--- config.mk ---
export PLATFORM = sky130hd
export DESIGN_NAME = spindle_sync_phase_control
export DESIGN_NICKNAME = d
export VERILOG_FILES = /design/src/verilog/spsync_pkg.sv /design/src/verilog/scan_divider.sv /design/src/verilog/spindle_sync_phase_control.sv
export SDC_FILE = /design/constraint.sdc
export NUM_CORES = 1
export LEC_CHECK = 0
export BUFFER_PORTS_ARGS = -buffer_cell sky130_fd_sc_hd__buf_2
export CAP_MARGIN = 20
export CORE_UTILIZATION = 50
export DETAILED_ROUTE_END_ITERATION = 8
export MAX_ROUTING_LAYER = met4
export PLACE_DENSITY_LB_ADDON = 0.3
export SYNTH_ARGS = -nofsm -noshare
export SYNTH_HDL_FRONTEND = slang
export SYNTH_HIERARCHICAL = 1
export SYNTH_SLANG_ARGS = --single-unit
--- constraint.sdc ---
create_clock -name I_CLOCK -period 16.29 [get_ports I_CLOCK]
set_input_delay 3.258 -clock I_CLOCK [delete_from_list [all_inputs] [get_ports I_CLOCK]]
set_output_delay 3.258 -clock I_CLOCK [all_outputs]
set_load 0.01 [all_outputs]
--- src/verilog/spsync_pkg.sv ---
// Shared constants and types for the spindle synchronous control block.
package spsync_pkg;
    // ------------------------------------------------------------------
    // Clock and scan timing
    // ------------------------------------------------------------------
    localparam int unsigned CLK_NS       = 8;
    localparam int unsigned SCAN_TIME_NS = 1000;
    localparam int unsigned SCAN_CYCLES  = (SCAN_TIME_NS + CLK_NS - 1)
                                           / CLK_NS;
    // ------------------------------------------------------------------
    // Register byte addresses
    // ------------------------------------------------------------------
    localparam int unsigned     ADR_W           = 8;
    localparam logic [ADR_W-1:0] ADR_COMMAND     = 8'h00;
    localparam logic [ADR_W-1:0] ADR_OFFSET      = 8'h04;
    localparam logic [ADR_W-1:0] ADR_STATUS      = 8'h08;
    localparam logic [ADR_W-1:0] ADR_PHASE_ERR   = 8'h0C;
    localparam logic [ADR_W-1:0] ADR_CANCEL_DIFF = 8'h10;
    localparam logic [31:0]      WORD_ZERO       = 32'h0000_0000;
    // ------------------------------------------------------------------
    // Field positions
    // ------------------------------------------------------------------
    localparam int unsigned CMD_ROT_SYNC   = 0;
    localparam int unsigned CMD_PHASE_SYNC = 1;
    localparam int unsigned CMD_W          = 2;
    localparam int unsigned ST_IN_SYNC     = 0;
    localparam int unsigned ST_SPEED_OK    = 1;
    localparam int unsigned ST_PHASE_OK    = 2;
    localparam int unsigned ST_CALC_BUSY   = 3;
    localparam int unsigned ST_ERR_SAVED   = 4;
    localparam int unsigned ST_CANCEL      = 5;
    localparam int unsigned ST_REVERSE     = 6;
    localparam int unsigned ST_ALIGN       = 7;
    localparam int unsigned ST_W           = 8;
    // Request pin positions inside the sampled vector.
    localparam int unsigned PIN_SYNC   = 0;
    localparam int unsigned PIN_PHASE  = 1;
    localparam int unsigned PIN_REV    = 2;
    localparam int unsigned PIN_CALC   = 3;
    localparam int unsigned PIN_OFFS   = 4;
    localparam int unsigned PIN_CANCEL = 5;
    localparam int unsigned PIN_HANDLE = 6;
    localparam int unsigned PIN_COUNT  = 7;
    // ------------------------------------------------------------------
    // Control modes
    // ------------------------------------------------------------------
    typedef enum logic [1:0] {MODE_IDLE, MODE_SPEED, MODE_PHASE} mode_e;
endpackage
--- src/verilog/scan_divider.sv ---
// Divider that makes the one-cycle scan enable pulse.
`timescale 1ns/10ps
module scan_divider
#(
    parameter int unsigned CYCLES = 125
)
(
    input  wire logic i_clock,
    input  wire logic i_rst,
    output logic      o_tick
);
    localparam int unsigned CW = $clog2(CYCLES + 1);
    logic [CW-1:0] cnt_ff;
    logic [CW-1:0] nxt_cnt;
    logic          tick_ff;
    logic          nxt_tick;

    // Count up and wrap, pulsing once per wrap.
    always_comb
    begin
        nxt_tick = (cnt_ff == CW'(CYCLES - 1));
        nxt_cnt  = nxt_tick ? '0 : cnt_ff + 1'b1;
    end

    // Register the counter and the pulse.
    always_ff @(posedge i_clock or posedge i_rst)
    begin
        if (i_rst)
        begin
            cnt_ff  <= '0;
            tick_ff <= 1'b0;
        end
        else
        begin
            cnt_ff  <= nxt_cnt;
            tick_ff <= nxt_tick;
        end
    end

    assign o_tick = tick_ff;
endmodule // scan_divider

--- src/verilog/spindle_sync_phase_control.sv ---
// Spindle synchronous, phase shift and error cancel control.
`timescale 1ns/10ps
// Overview of operation
// - Direction input 0 gives same rotation, 1 gives reverse rotation.
// - With calc request, save phase error at speed sync of plain command.
// - No phase alignment while a phase shift calculation is requested.
// - Handle pulses never turn the synchronous spindle in handle mode.
// - Offset request aligns to saved error plus commanded offset.
// - Rising cancel input captures the present position difference less the target.
// - While cancel is held, subtract capture, ignoring chuck state.
// - Sync request enters sync mode; sync spindle tracks basic speed.
// - Phase request is ignored outside spindle synchronous mode.
module spindle_sync_phase_control
#(
    parameter int unsigned POS_W       = 16,
    parameter int unsigned SPD_W       = 16,
    parameter int unsigned SPEED_TOL   = 4,
    parameter int unsigned PHASE_TOL   = 4,
    parameter int unsigned SCAN_CYCLES = spsync_pkg::SCAN_CYCLES
)
(
    input  wire logic                    I_CLOCK,
    input  wire logic                    I_RST,
    input  wire logic                    I_WB_CYC,
    input  wire logic                    I_WB_STB,
    input  wire logic                    I_WB_WE,
    input  wire logic [7:0]              I_WB_ADR,
    input  wire logic [3:0]              I_WB_SEL,
    input  wire logic [31:0]             I_WB_DAT,
    output logic      [31:0]             O_WB_DAT,
    output logic                         O_WB_ACK,
    input  wire logic                    I_SPINDLE_SYNC_REQUEST,
    input  wire logic                    I_PHASE_SYNC_REQUEST,
    input  wire logic                    I_ROT_DIR_REVERSE,
    input  wire logic                    I_PHASE_SHIFT_CALC_REQUEST,
    input  wire logic                    I_PHASE_OFFSET_REQUEST,
    input  wire logic                    I_ERROR_TEMP_CANCEL,
    input  wire logic                    I_HANDLE_MODE,
    input  wire logic                    I_HANDLE_PULSE,
    input  wire logic [SPD_W-1:0]        I_BASIC_SPEED,
    input  wire logic [SPD_W-1:0]        I_SYNC_SPEED,
    input  wire logic [POS_W-1:0]        I_BASIC_POS,
    input  wire logic [POS_W-1:0]        I_SYNC_POS,
    output logic                         O_IN_SPINDLE_SYNC_FLAG,
    output logic                         O_SPEED_SYNC_COMPLETE,
    output logic                         O_PHASE_SYNC_COMPLETE,
    output logic                         O_PHASE_ALIGN_EN,
    output logic      [SPD_W-1:0]        O_SYNC_SPEED_CMD,
    output logic      [POS_W-1:0]        O_SYNC_POS_TARGET,
    output logic                         O_SYNC_HANDLE_STEP
);
    localparam int unsigned NP = spsync_pkg::PIN_COUNT;
    localparam int unsigned CW = spsync_pkg::CMD_W;

    // ------------------------------------------------------------------
    // Helpers
    // ------------------------------------------------------------------
    // Phase of the basic spindle seen from the synchronous spindle.
    function automatic logic [POS_W-1:0] pdiff(input logic [POS_W-1:0] b,
        input logic [POS_W-1:0] s, input logic rev);
        return rev ? POS_W'(b + s) : POS_W'(b - s);
    endfunction

    // True when a wrapped signed deviation is inside the tolerance.
    function automatic logic near_zero(input logic [POS_W-1:0] v);
        logic [POS_W-1:0] m;
        m = v[POS_W-1] ? POS_W'(~v + 1'b1) : v;
        return m <= POS_W'(PHASE_TOL);
    endfunction

    // Merge write data into a word under the byte enables.
    function automatic logic [31:0] wmerge(input logic [31:0] old,
        input logic [31:0] dat, input logic [3:0] sel);
        logic [31:0] r;
        r = old;
        for (int i = 0; i < 4; i++)
        begin
            if (sel[i])
                r[8*i +: 8] = dat[8*i +: 8];
        end
        return r;
    endfunction

    // ------------------------------------------------------------------
    // Pin synchronisers and scan sampling
    // ------------------------------------------------------------------
    logic [NP-1:0] meta_ff;
    logic [NP-1:0] pin_ff;
    logic [NP-1:0] scan_ff;
    logic [NP-1:0] prev_ff;
    logic          tick_d_ff;
    logic          scan_tick;
    logic [NP-1:0] rise;
    logic [NP-1:0] pins;

    assign pins = {I_HANDLE_MODE, I_ERROR_TEMP_CANCEL,
                   I_PHASE_OFFSET_REQUEST, I_PHASE_SHIFT_CALC_REQUEST,
                   I_ROT_DIR_REVERSE, I_PHASE_SYNC_REQUEST,
                   I_SPINDLE_SYNC_REQUEST};

    scan_divider #(.CYCLES(SCAN_CYCLES)) u_scan
    (
        .i_clock (I_CLOCK),
        .i_rst   (I_RST),
        .o_tick  (scan_tick)
    );

    // Two flops per pin, then one sample per scan tick.
    always_ff @(posedge I_CLOCK or posedge I_RST)
    begin
        if (I_RST)
        begin
            meta_ff   <= '0;
            pin_ff    <= '0;
            scan_ff   <= '0;
            prev_ff   <= '0;
            tick_d_ff <= 1'b0;
        end
        else
        begin
            meta_ff   <= pins;
            pin_ff    <= meta_ff;
            tick_d_ff <= scan_tick;
            if (scan_tick)
            begin
                prev_ff <= scan_ff;
                scan_ff <= pin_ff;
            end
        end
    end

    // Edges exist for one cycle after each scan.
    assign rise = tick_d_ff ? (scan_ff & ~prev_ff) : '0;

    // ------------------------------------------------------------------
    // Control state
    // ------------------------------------------------------------------
    spsync_pkg::mode_e mode_ff, nxt_mode;
    logic [POS_W-1:0]  err_ff, nxt_err;
    logic              saved_ff, nxt_saved;
    logic              done_ff, nxt_done;
    logic [POS_W-1:0]  tgt_ff, nxt_tgt;
    logic [POS_W-1:0]  canc_ff, nxt_canc;
    logic [SPD_W-1:0]  spd_ff, nxt_spd;
    logic [POS_W-1:0]  pos_ff, nxt_pos;
    logic              spdok_ff, nxt_spdok;
    logic              phok_ff, nxt_phok;
    logic              align_ff, nxt_align;
    logic              hstep_ff, nxt_hstep;
    logic [CW-1:0]     cmd_ff;
    logic [31:0]       offs_ff;
    logic              in_sync;
    logic              rev;
    logic              calc;
    logic              store;
    logic [POS_W-1:0]  phase_now;
    logic [POS_W-1:0]  cancel_term;
    logic [SPD_W:0]    sdiff;
    logic [SPD_W:0]    smag;

    assign in_sync     = (mode_ff != spsync_pkg::MODE_IDLE);
    assign rev         = scan_ff[spsync_pkg::PIN_REV];
    assign calc        = scan_ff[spsync_pkg::PIN_CALC];
    assign phase_now   = pdiff(I_BASIC_POS, I_SYNC_POS, rev);
    // The capture is subtracted for as long as cancel is held.
    assign cancel_term = scan_ff[spsync_pkg::PIN_CANCEL] ? canc_ff : '0;
    // Save once per request, plain command, speed reached.
    assign store = in_sync && calc && !done_ff && spdok_ff
                   && cmd_ff[spsync_pkg::CMD_ROT_SYNC]
                   && !cmd_ff[spsync_pkg::CMD_PHASE_SYNC];
    assign sdiff = {spd_ff[SPD_W-1], spd_ff}
                   - {I_SYNC_SPEED[SPD_W-1], I_SYNC_SPEED};
    assign smag  = sdiff[SPD_W] ? (SPD_W+1)'(~sdiff + 1'b1) : sdiff;

    // Next values of the mode, stored errors and spindle commands.
    always_comb
    begin
        nxt_mode = mode_ff;
        case (mode_ff)
            spsync_pkg::MODE_IDLE:
                if (scan_ff[spsync_pkg::PIN_SYNC])
                    nxt_mode = spsync_pkg::MODE_SPEED;
            spsync_pkg::MODE_SPEED:
                if (!scan_ff[spsync_pkg::PIN_SYNC])
                    nxt_mode = spsync_pkg::MODE_IDLE;
                else if (rise[spsync_pkg::PIN_PHASE])
                    nxt_mode = spsync_pkg::MODE_PHASE;
            spsync_pkg::MODE_PHASE:
                if (!scan_ff[spsync_pkg::PIN_SYNC])
                    nxt_mode = spsync_pkg::MODE_IDLE;
                else if (!scan_ff[spsync_pkg::PIN_PHASE])
                    nxt_mode = spsync_pkg::MODE_SPEED;
            default:
                nxt_mode = spsync_pkg::MODE_IDLE;
        endcase
        nxt_err   = store ? phase_now : err_ff;
        nxt_saved = saved_ff || store;
        nxt_done  = calc && (done_ff || store);
        // Offset alone, or offset on top of the saved error.
        if (!cmd_ff[spsync_pkg::CMD_PHASE_SYNC])
            nxt_tgt = '0;
        else if (scan_ff[spsync_pkg::PIN_OFFS])
            nxt_tgt = POS_W'(err_ff + offs_ff[POS_W-1:0]);
        else
            nxt_tgt = offs_ff[POS_W-1:0];
        // Capture deviation from target on the cancel edge.
        nxt_canc = canc_ff;
        if (in_sync && rise[spsync_pkg::PIN_CANCEL])
            nxt_canc = POS_W'(phase_now - tgt_ff);
        // Same or reverse direction for the speed command.
        if (!in_sync)
            nxt_spd = '0;
        else if (rev)
            nxt_spd = SPD_W'(~I_BASIC_SPEED + 1'b1);
        else
            nxt_spd = I_BASIC_SPEED;
        // Alignment is held off while calculating.
        nxt_align = (mode_ff == spsync_pkg::MODE_PHASE) && !calc;
        // Position target; chuck state plays no part here.
        nxt_pos = rev ? POS_W'(tgt_ff + cancel_term - I_BASIC_POS)
                      : POS_W'(I_BASIC_POS - tgt_ff - cancel_term);
        nxt_spdok = in_sync && (smag <= (SPD_W+1)'(SPEED_TOL));
        nxt_phok  = align_ff
                    && near_zero(POS_W'(phase_now - tgt_ff - cancel_term));
        // Handle pulses are blocked in handle mode.
        nxt_hstep = I_HANDLE_PULSE && !in_sync
                    && !scan_ff[spsync_pkg::PIN_HANDLE];
    end

    // Register the control state; stored errors clear on reset.
    always_ff @(posedge I_CLOCK or posedge I_RST)
    begin
        if (I_RST)
        begin
            mode_ff  <= spsync_pkg::MODE_IDLE;
            err_ff   <= '0;
            saved_ff <= 1'b0;
            done_ff  <= 1'b0;
            tgt_ff   <= '0;
            canc_ff  <= '0;
            spd_ff   <= '0;
            pos_ff   <= '0;
            spdok_ff <= 1'b0;
            phok_ff  <= 1'b0;
            align_ff <= 1'b0;
            hstep_ff <= 1'b0;
        end
        else
        begin
            mode_ff  <= nxt_mode;
            err_ff   <= nxt_err;
            saved_ff <= nxt_saved;
            done_ff  <= nxt_done;
            tgt_ff   <= nxt_tgt;
            canc_ff  <= nxt_canc;
            spd_ff   <= nxt_spd;
            pos_ff   <= nxt_pos;
            spdok_ff <= nxt_spdok;
            phok_ff  <= nxt_phok;
            align_ff <= nxt_align;
            hstep_ff <= nxt_hstep;
        end
    end

    assign O_IN_SPINDLE_SYNC_FLAG = in_sync;
    assign O_SPEED_SYNC_COMPLETE  = spdok_ff;
    assign O_PHASE_SYNC_COMPLETE  = phok_ff;
    assign O_PHASE_ALIGN_EN       = align_ff;
    assign O_SYNC_SPEED_CMD       = spd_ff;
    assign O_SYNC_POS_TARGET      = pos_ff;
    assign O_SYNC_HANDLE_STEP     = hstep_ff;

    // ------------------------------------------------------------------
    // Wishbone slave
    // ------------------------------------------------------------------
    logic          ack_ff, nxt_ack;
    logic [31:0]   rdat_ff, nxt_rdat;
    logic [CW-1:0] nxt_cmd;
    logic [31:0]   nxt_offs;
    logic [31:0]   cmd_word;
    logic [31:0]   status;
    logic          take;
    logic          wr_now;

    assign take     = I_WB_CYC && I_WB_STB && !ack_ff;
    assign wr_now   = I_WB_CYC && I_WB_STB && I_WB_WE && ack_ff;
    assign cmd_word = {{(32-CW){1'b0}}, cmd_ff};
    assign status   = {{(32-spsync_pkg::ST_W){1'b0}}, align_ff, rev,
                       scan_ff[spsync_pkg::PIN_CANCEL], saved_ff,
                       calc && !done_ff, phok_ff, spdok_ff, in_sync};

    // Decode, write under byte enables, and pick read data.
    always_comb
    begin
        nxt_ack  = take;
        nxt_cmd  = cmd_ff;
        nxt_offs = offs_ff;
        nxt_rdat = rdat_ff;
        if (take)
        begin
            nxt_rdat = spsync_pkg::WORD_ZERO;
            case (I_WB_ADR)
                spsync_pkg::ADR_COMMAND:
                    nxt_rdat = cmd_word;
                spsync_pkg::ADR_OFFSET:
                    nxt_rdat = offs_ff;
                spsync_pkg::ADR_STATUS:
                    nxt_rdat = status;
                spsync_pkg::ADR_PHASE_ERR:
                    nxt_rdat = 32'(err_ff);
                spsync_pkg::ADR_CANCEL_DIFF:
                    nxt_rdat = 32'(canc_ff);
                default:
                    nxt_rdat = spsync_pkg::WORD_ZERO;
            endcase
        end
        // Writes land at the edge where the master sees ack high.
        if (wr_now && (I_WB_ADR == spsync_pkg::ADR_COMMAND))
            nxt_cmd = CW'(wmerge(cmd_word, I_WB_DAT, I_WB_SEL));
        if (wr_now && (I_WB_ADR == spsync_pkg::ADR_OFFSET))
            nxt_offs = wmerge(offs_ff, I_WB_DAT, I_WB_SEL);
    end

    // Register the bus state.
    always_ff @(posedge I_CLOCK or posedge I_RST)
    begin
        if (I_RST)
        begin
            ack_ff  <= 1'b0;
            rdat_ff <= spsync_pkg::WORD_ZERO;
            cmd_ff  <= '0;
            offs_ff <= spsync_pkg::WORD_ZERO;
        end
        else
        begin
            ack_ff  <= nxt_ack;
            rdat_ff <= nxt_rdat;
            cmd_ff  <= nxt_cmd;
            offs_ff <= nxt_offs;
        end
    end

    assign O_WB_ACK = ack_ff;
    assign O_WB_DAT = rdat_ff;
endmodule // spindle_sync_phase_control

======== After elaboration in Yosys (flattened, before gate mapping) ========
Cells that the tools add are included.
storage, ports and cells
  RAM bits ................................ 0
  output and inout port bits .............. 70
  memories kept ........................... 0
  word-level logic and storage cells ...... 111
  bits in registers ....................... 191
  bits of input ports ..................... 121
  bits in read-only memories .............. 0
  bits in latches ......................... 0
cells by class
  add/sub/neg operators ................... 14
  equality and inequality tests ........... 10
  multiplexer cells ....................... 18
  shift-type cells ........................ 0
  reductions and logical operators ........ 36
  bitwise operators ....................... 5
  multipliers ............................. 0
  div/mod/pow operators ................... 0
  $lt $le $gt $ge ......................... 2
operators by type and width
  cell                                                             number
  one-hot mux 32 bit (5 select lines)                              1
  2-to-1 mux 16 bit                                                8
  subtractor 16 bit                                                6
  adder 16 bit                                                     3
  adder 16 x 1 -> 16 bit, second input constant                    2
  NOT 16 bit                                                       2
  logical AND 1 bit                                                19
  adder 17 x 1 -> 17 bit, second input constant                    1
  less-or-equal comparator 17 x 3 -> 1 bit, second input constant  1
  2-to-1 mux 17 bit                                                1
  NOT 17 bit                                                       1
  subtractor 16 x 16 -> 17 bit                                     1
  equality test 8 x 4 -> 1 bit, second input constant              2
  less-or-equal comparator 16 x 3 -> 1 bit, second input constant  1
  2-to-1 mux 2 bit                                                 5
  AND reduction 2 bit                                              5
  equality test 8 x 3 -> 1 bit, second input constant              1
  equality test 8 x 5 -> 1 bit, second input constant              1
  zero test 8 bit                                                  1
  adder 7 x 1 -> 7 bit, second input constant                      1
  equality test 7 bit, second input constant                       1
  2-to-1 mux 7 bit                                                 1
  AND 6 bit                                                        1
  zero test 1 bit                                                  6
  11 further kinds                                                 13

======== Depth between registers and ports, before layout ========
  depth after elaboration ................. 9
  gate-level depth with buffers ........... 29
  gate-level depth less buffers ........... 29

======== By module ========
The synthesis kept the hierarchy.
by module, submodules not included
  module                      times used  sequential area each (µm²)  cells each  area an instance (µm²)
  spindle_sync_phase_control  1           4,479.3                     1,463       13,362.8
  scan_divider                1           200.2                       33          374.1

======== Worst setup path before layout ========
No wires, ideal clock.
  kind .................................... in2reg
  from .................................... input port I_SYNC_POS[0]
  to ...................................... register phok_ff, in the netlist O_PHASE_SYNC_COMPLETE
  arrival ................................. 8.077 ns
  data required time ...................... 16.211 ns
  path slack .............................. 8.133 ns
  library setup time ...................... 0.079 ns
  cell stages on the path ................. 28
  cells stage by stage .................... inv_1 > ha_1 > nor2_1 > xor2_1 > ha_1 > nor2b_1 > o21ai_0 > a21boi_0 > o21a_1 > o21a_1 > o21ai_0 > a21oi_1 > nor2_1 > xnor2_1 > ha_1 > and3_1 > and3_1 > o211ai_1 > nand2_1 > a21o_1 > a21oi_1 > xnor2_1 > ha_1 > o21a_1 > o21ai_1 > xnor3_1 > or4_1 > mux2i_1
between the ends
  word-level cells in the longest chain between the ends .. 9
  elaborated cells between the ends (all ways) .. 10
RTL lines
  item                                               RTL line                           text
  start, declared                                    spindle_sync_phase_control.sv:43   input wire logic [POS_W-1:0] I_SYNC_POS,
  subtractor 16 bit or adder 16 bit (tied branches)  spindle_sync_phase_control.sv:61   return rev ? POS_W'(b + s) : POS_W'(b - s);
  2-to-1 mux 16 bit *                                spindle_sync_phase_control.sv:61
  via phase_now[10]                                  spindle_sync_phase_control.sv:156  logic [POS_W-1:0] phase_now;
  subtractor 16 bit * (2 in series)                  spindle_sync_phase_control.sv:224  && near_zero(POS_W'(phase_now - tgt_ff - cancel_term));
  NOT 16 bit                                         spindle_sync_phase_control.sv:67   m = v[POS_W-1] ? POS_W'(~v + 1'b1) : v;
  adder 16 x 1 -> 16 bit                             spindle_sync_phase_control.sv:67
  2-to-1 mux 16 bit *                                spindle_sync_phase_control.sv:67
  less-or-equal comparator 16 x 3 -> 1 bit *         spindle_sync_phase_control.sv:68   return m <= POS_W'(PHASE_TOL);
  logical AND 1 bit *                                spindle_sync_phase_control.sv:224
  via nxt_phok                                       spindle_sync_phase_control.sv:147  logic phok_ff, nxt_phok;
  end signal, assigned                               spindle_sync_phase_control.sv:259  phok_ff <= nxt_phok;
  end, declared                                      spindle_sync_phase_control.sv:147
Mark *: on every way through the listed nets, which the timed path passes. The rest lies on a longest branch.
A chain may end at the register's enable or synchronous reset.

======== Final worst setup path ========
Ends and elaborated chain as after synthesis.

==> reports/results.tsv <==
stage	metric	value	unit
status	run status	completed	
placed_design	placed insts	1996	
finish	Post-Layout Cell Count	2029	
routing	WL final	35800	µm
sta	RSZ-0062 raised after global routing	no	
synth	part of the Yosys area used for sequential elements	34.1	%
grt	first-pass GRT wire length	58300	µm
cts	postcts setup bufs	0	
cts	post-CTS sizing	0	
setup_path	critical path type	in2reg	
synth	async set-reset flop share out of synthesis	100	%
cts	CTS buffer count	17	
flow_run	max cap viols	0	
finish	Core Util, Final	58.2	%
cts	clock net sink count	187	
setup_path	CP top delay family	compound AO/OA/AOI/OAI gates	
setup_path	Reg2Reg Setup Slack	9.92	ns
finish	area grow syn2layout	14.3	%
synth	#FFs+latches synth	187	
cts	CTS root buffer	clkbuf_16	
floorplan	core area	27000	µm²
setup_path	Crit path largest cell delay	0.52	ns
placed_design	placed wire-length estimate	28000	µm
sta	fin crit share	52.4	%
synth	Netlist cell types	80	
routing	antenna viol nets, final	0	
sta	Tightest Pin Transition	1.03	ns
routing	vias per cell	5.69	
floorplan	die height	168	µm
routing	post-DR wirelength/cell	17.6	µm
placed_design	RePlAce Congestion	0.906	
sta	Final Hold Violating Endpoints	0	
synth	mapped cell area	13700	µm²
sta	Slew Viols, Final	0	
routing	via count	11500	
finish	Antenna Cells	0	
setup_path	Slowest cell on crit path	or4_1	
routing	DRT iter0 DRCs	870	
sta	Setup Skew	0.0237	ns
power	Peak VDD IR	0.0596	mV
sta	Tmin final	8.53	ns
finish	share of layout cells above drive strength 1	19.8	%
finish	Final Net Count	1932	
power	Pwr Density	85.8	nW/µm²
power	Pwr Total	1350	µW
placed_design	pre-CTS setup slack	7.45	ns
setup_path	crit path DAT	8.88	ns
sta	Max Fclk	117	MHz
sta	# setup viols final	0	
cts	worst skew pair latency	0.45	ns
grt	total grt overflow	0	
grt	Global Route Usage Sum	27.1	%
cts	clk slew on worst S/H paths	0.08	ns
sta	Final WS setup	7.76	ns
setup_path	crit path buf inv count	2	
routing	TritonRoute pass-1 iters	9	
min_path	Hold Crit Class	reg2reg	
floorplan	io pins	191	
synth	EDFF count, synth	0	
cts	hold_buf cts	0	
floorplan	Initial Utilization	51.0	%
setup_path	type of destination of the critical path	flop	
finish	Layout fillers	2390	
routing	# DRC	0	
synth	Synth Flop Type	dfrtp_1	
sta	Slew HR	30.6	%
setup_path	Max FO, Critical Path	6	
synth	Mapped Cells	1496	
setup_path	crit-path most repeated cell	ha_1	
grt	vias in the first global route	11300	
synth	YS warnings	6	
cts	htree depth	4	
setup_path	Req. time, crit path	16.64	ns
power	leakage power	0.00772	µW
setup_path	Worst setup SP type	input pin	
synth	Syn Area/Cell	9.18	µm²
cts	clock buffer depth	2	
floorplan	DIE AREA	28100	µm²
sta	Sum Neg Setup Slack	0	ns
synth	syn nets	1753	
placed_design	I/O Buffers	190	
grt	initial antenna violation count	0	
floorplan	row cnt	60	
floorplan	Die W	168	µm
grt	pin count of the biggest net entering global routing	71	
cts	TritonCTS clock tree	done	
[per-stage QoR]
| step | hold WS [ns] | instance area [µm²] |
|---|---|---|
| after floorplan | 0.331 | 13700 |
| after global placement | 0.336 | 15000 |
| after detailed placement | 0.337 | 15000 |
| after CTS | 0.357 | 15700 |
| after global routing | 0.368 | 15700 |
| final | 0.356 | 15700 |
[path summary, 6_finish.rpt]
check / to / from / depth (start not counted)
setup / recovery: O_PHASE_SYNC_COMPLETE / I_SYNC_POS[0] / 29
hold / removal: pin_ff[2] / meta_ff[2] / 0
setup reg to reg: O_PHASE_SYNC_COMPLETE / scan_ff[2] / 27
hold reg to reg: pin_ff[2] / meta_ff[2] / 0
max in group asynchronous: offs_ff[12] / I_RST / 4
min in group asynchronous: u_scan/cnt_ff[3] / I_RST / 2
[logic make-up after synthesis]
kind of cell             count (synthesis)  synth area share, %
buffers and inverters                  181                 5.00
adder cells (fa/ha/maj)                137                 13.7
AND/OR/NAND/NOR                        452                 15.9
flip-flops                             187                 34.1
multiplexers                            92                 7.38
AO/OA/AOI/OAI                          326                 15.9
XOR/XNOR                               121                 8.12
[metal layers]
layer / vias to the layer above / GRT usage, % / part of all wire (%)
met5: - / - / 0
met4: 0 / 7.70 / 1.7
met3: 43 / 4.09 / 6.7
met2: 379 / 40.7 / 44
met1: 5497 / 37.9 / 47
li1: 5618 / - / -
[Yosys cell counts, drive strengths merged, types with 8 or more instances]
cell type	count	area, µm²
dfrtp	187	4680
inv	141	529
nand2	130	488
ha	114	1430
nor2	112	420
a21oi	82	418
o21ai	80	400
mux2	74	833
xnor2	67	606
xor2	52	463
nand3	45	230
nor3	37	185
nor2b	36	228
clkbuf	32	120
fa	22	440
o21a	20	150
mux2i	18	180
a21o	17	129
a222oi	15	150
or3	15	98.8
and3	14	87.6
a21boi	13	97.6
a211oi	12	90.1
nand2b	11	68.8
o31ai	10	75.1
a31oi	9	62.6
nand4	9	56.3
o211ai	9	77.6
nor3b	8	60.1
[power breakdown]
part           switching, µW  total [µW]  internal [µW]
logic                    246         421            175
clock network            236         453            217
registers               1.58         472            470
total                    484        1350            862
[area by class of cell]
type                            count  area (µm²)  share of cell area [%]
Multi-Input combinational cell   1128        8390                    53.4
Sequential cell                   187        4680                    29.8
Timing Repair Buffer              199        1020                    6.51
Inverter                          142         538                    3.43
Tap cell                          341         427                    2.72
Clock buffer                       17         425                    2.71
Clock inverter                     15         215                    1.37
[worst reg2reg max path: cells and delay by family, from the launching register on]
family                   cells  cell delay (ns)
flip-flops                   1             0.38
buffers and inverters        1             0.54
multiplexers                 1             0.16
adder cells (fa/ha/maj)      3             0.97
AO/OA/AOI/OAI               11             1.91
AND/OR/NAND/NOR              7             1.57
XOR/XNOR                     4             0.74
[registers in the layout, summed over array words and instances, names as in the netlist, 16 cells and up]
register,count
O_SYNC_POS_TARGET,16
O_SYNC_SPEED_CMD,16
O_WB_DAT,32
canc_ff,16
err_ff,16
offs_ff,32
tgt_ff,16
[cells in the final DEF (no fill, tap or decap), types with 51 or more instances in the layout]
| cell type | n |
|---|---|
| a21oi_1 | 80 |
| o21ai_0 | 68 |
| inv_1 | 140 |
| nand2_1 | 130 |
| buf_2 | 190 |
| xor2_1 | 51 |
| ha_1 | 114 |
| nor2_1 | 112 |
| xnor2_1 | 66 |
| mux2_2 | 74 |
| dfrtp_1 | 186 |
Note: power is estimated with default switching activity, not from simulation.
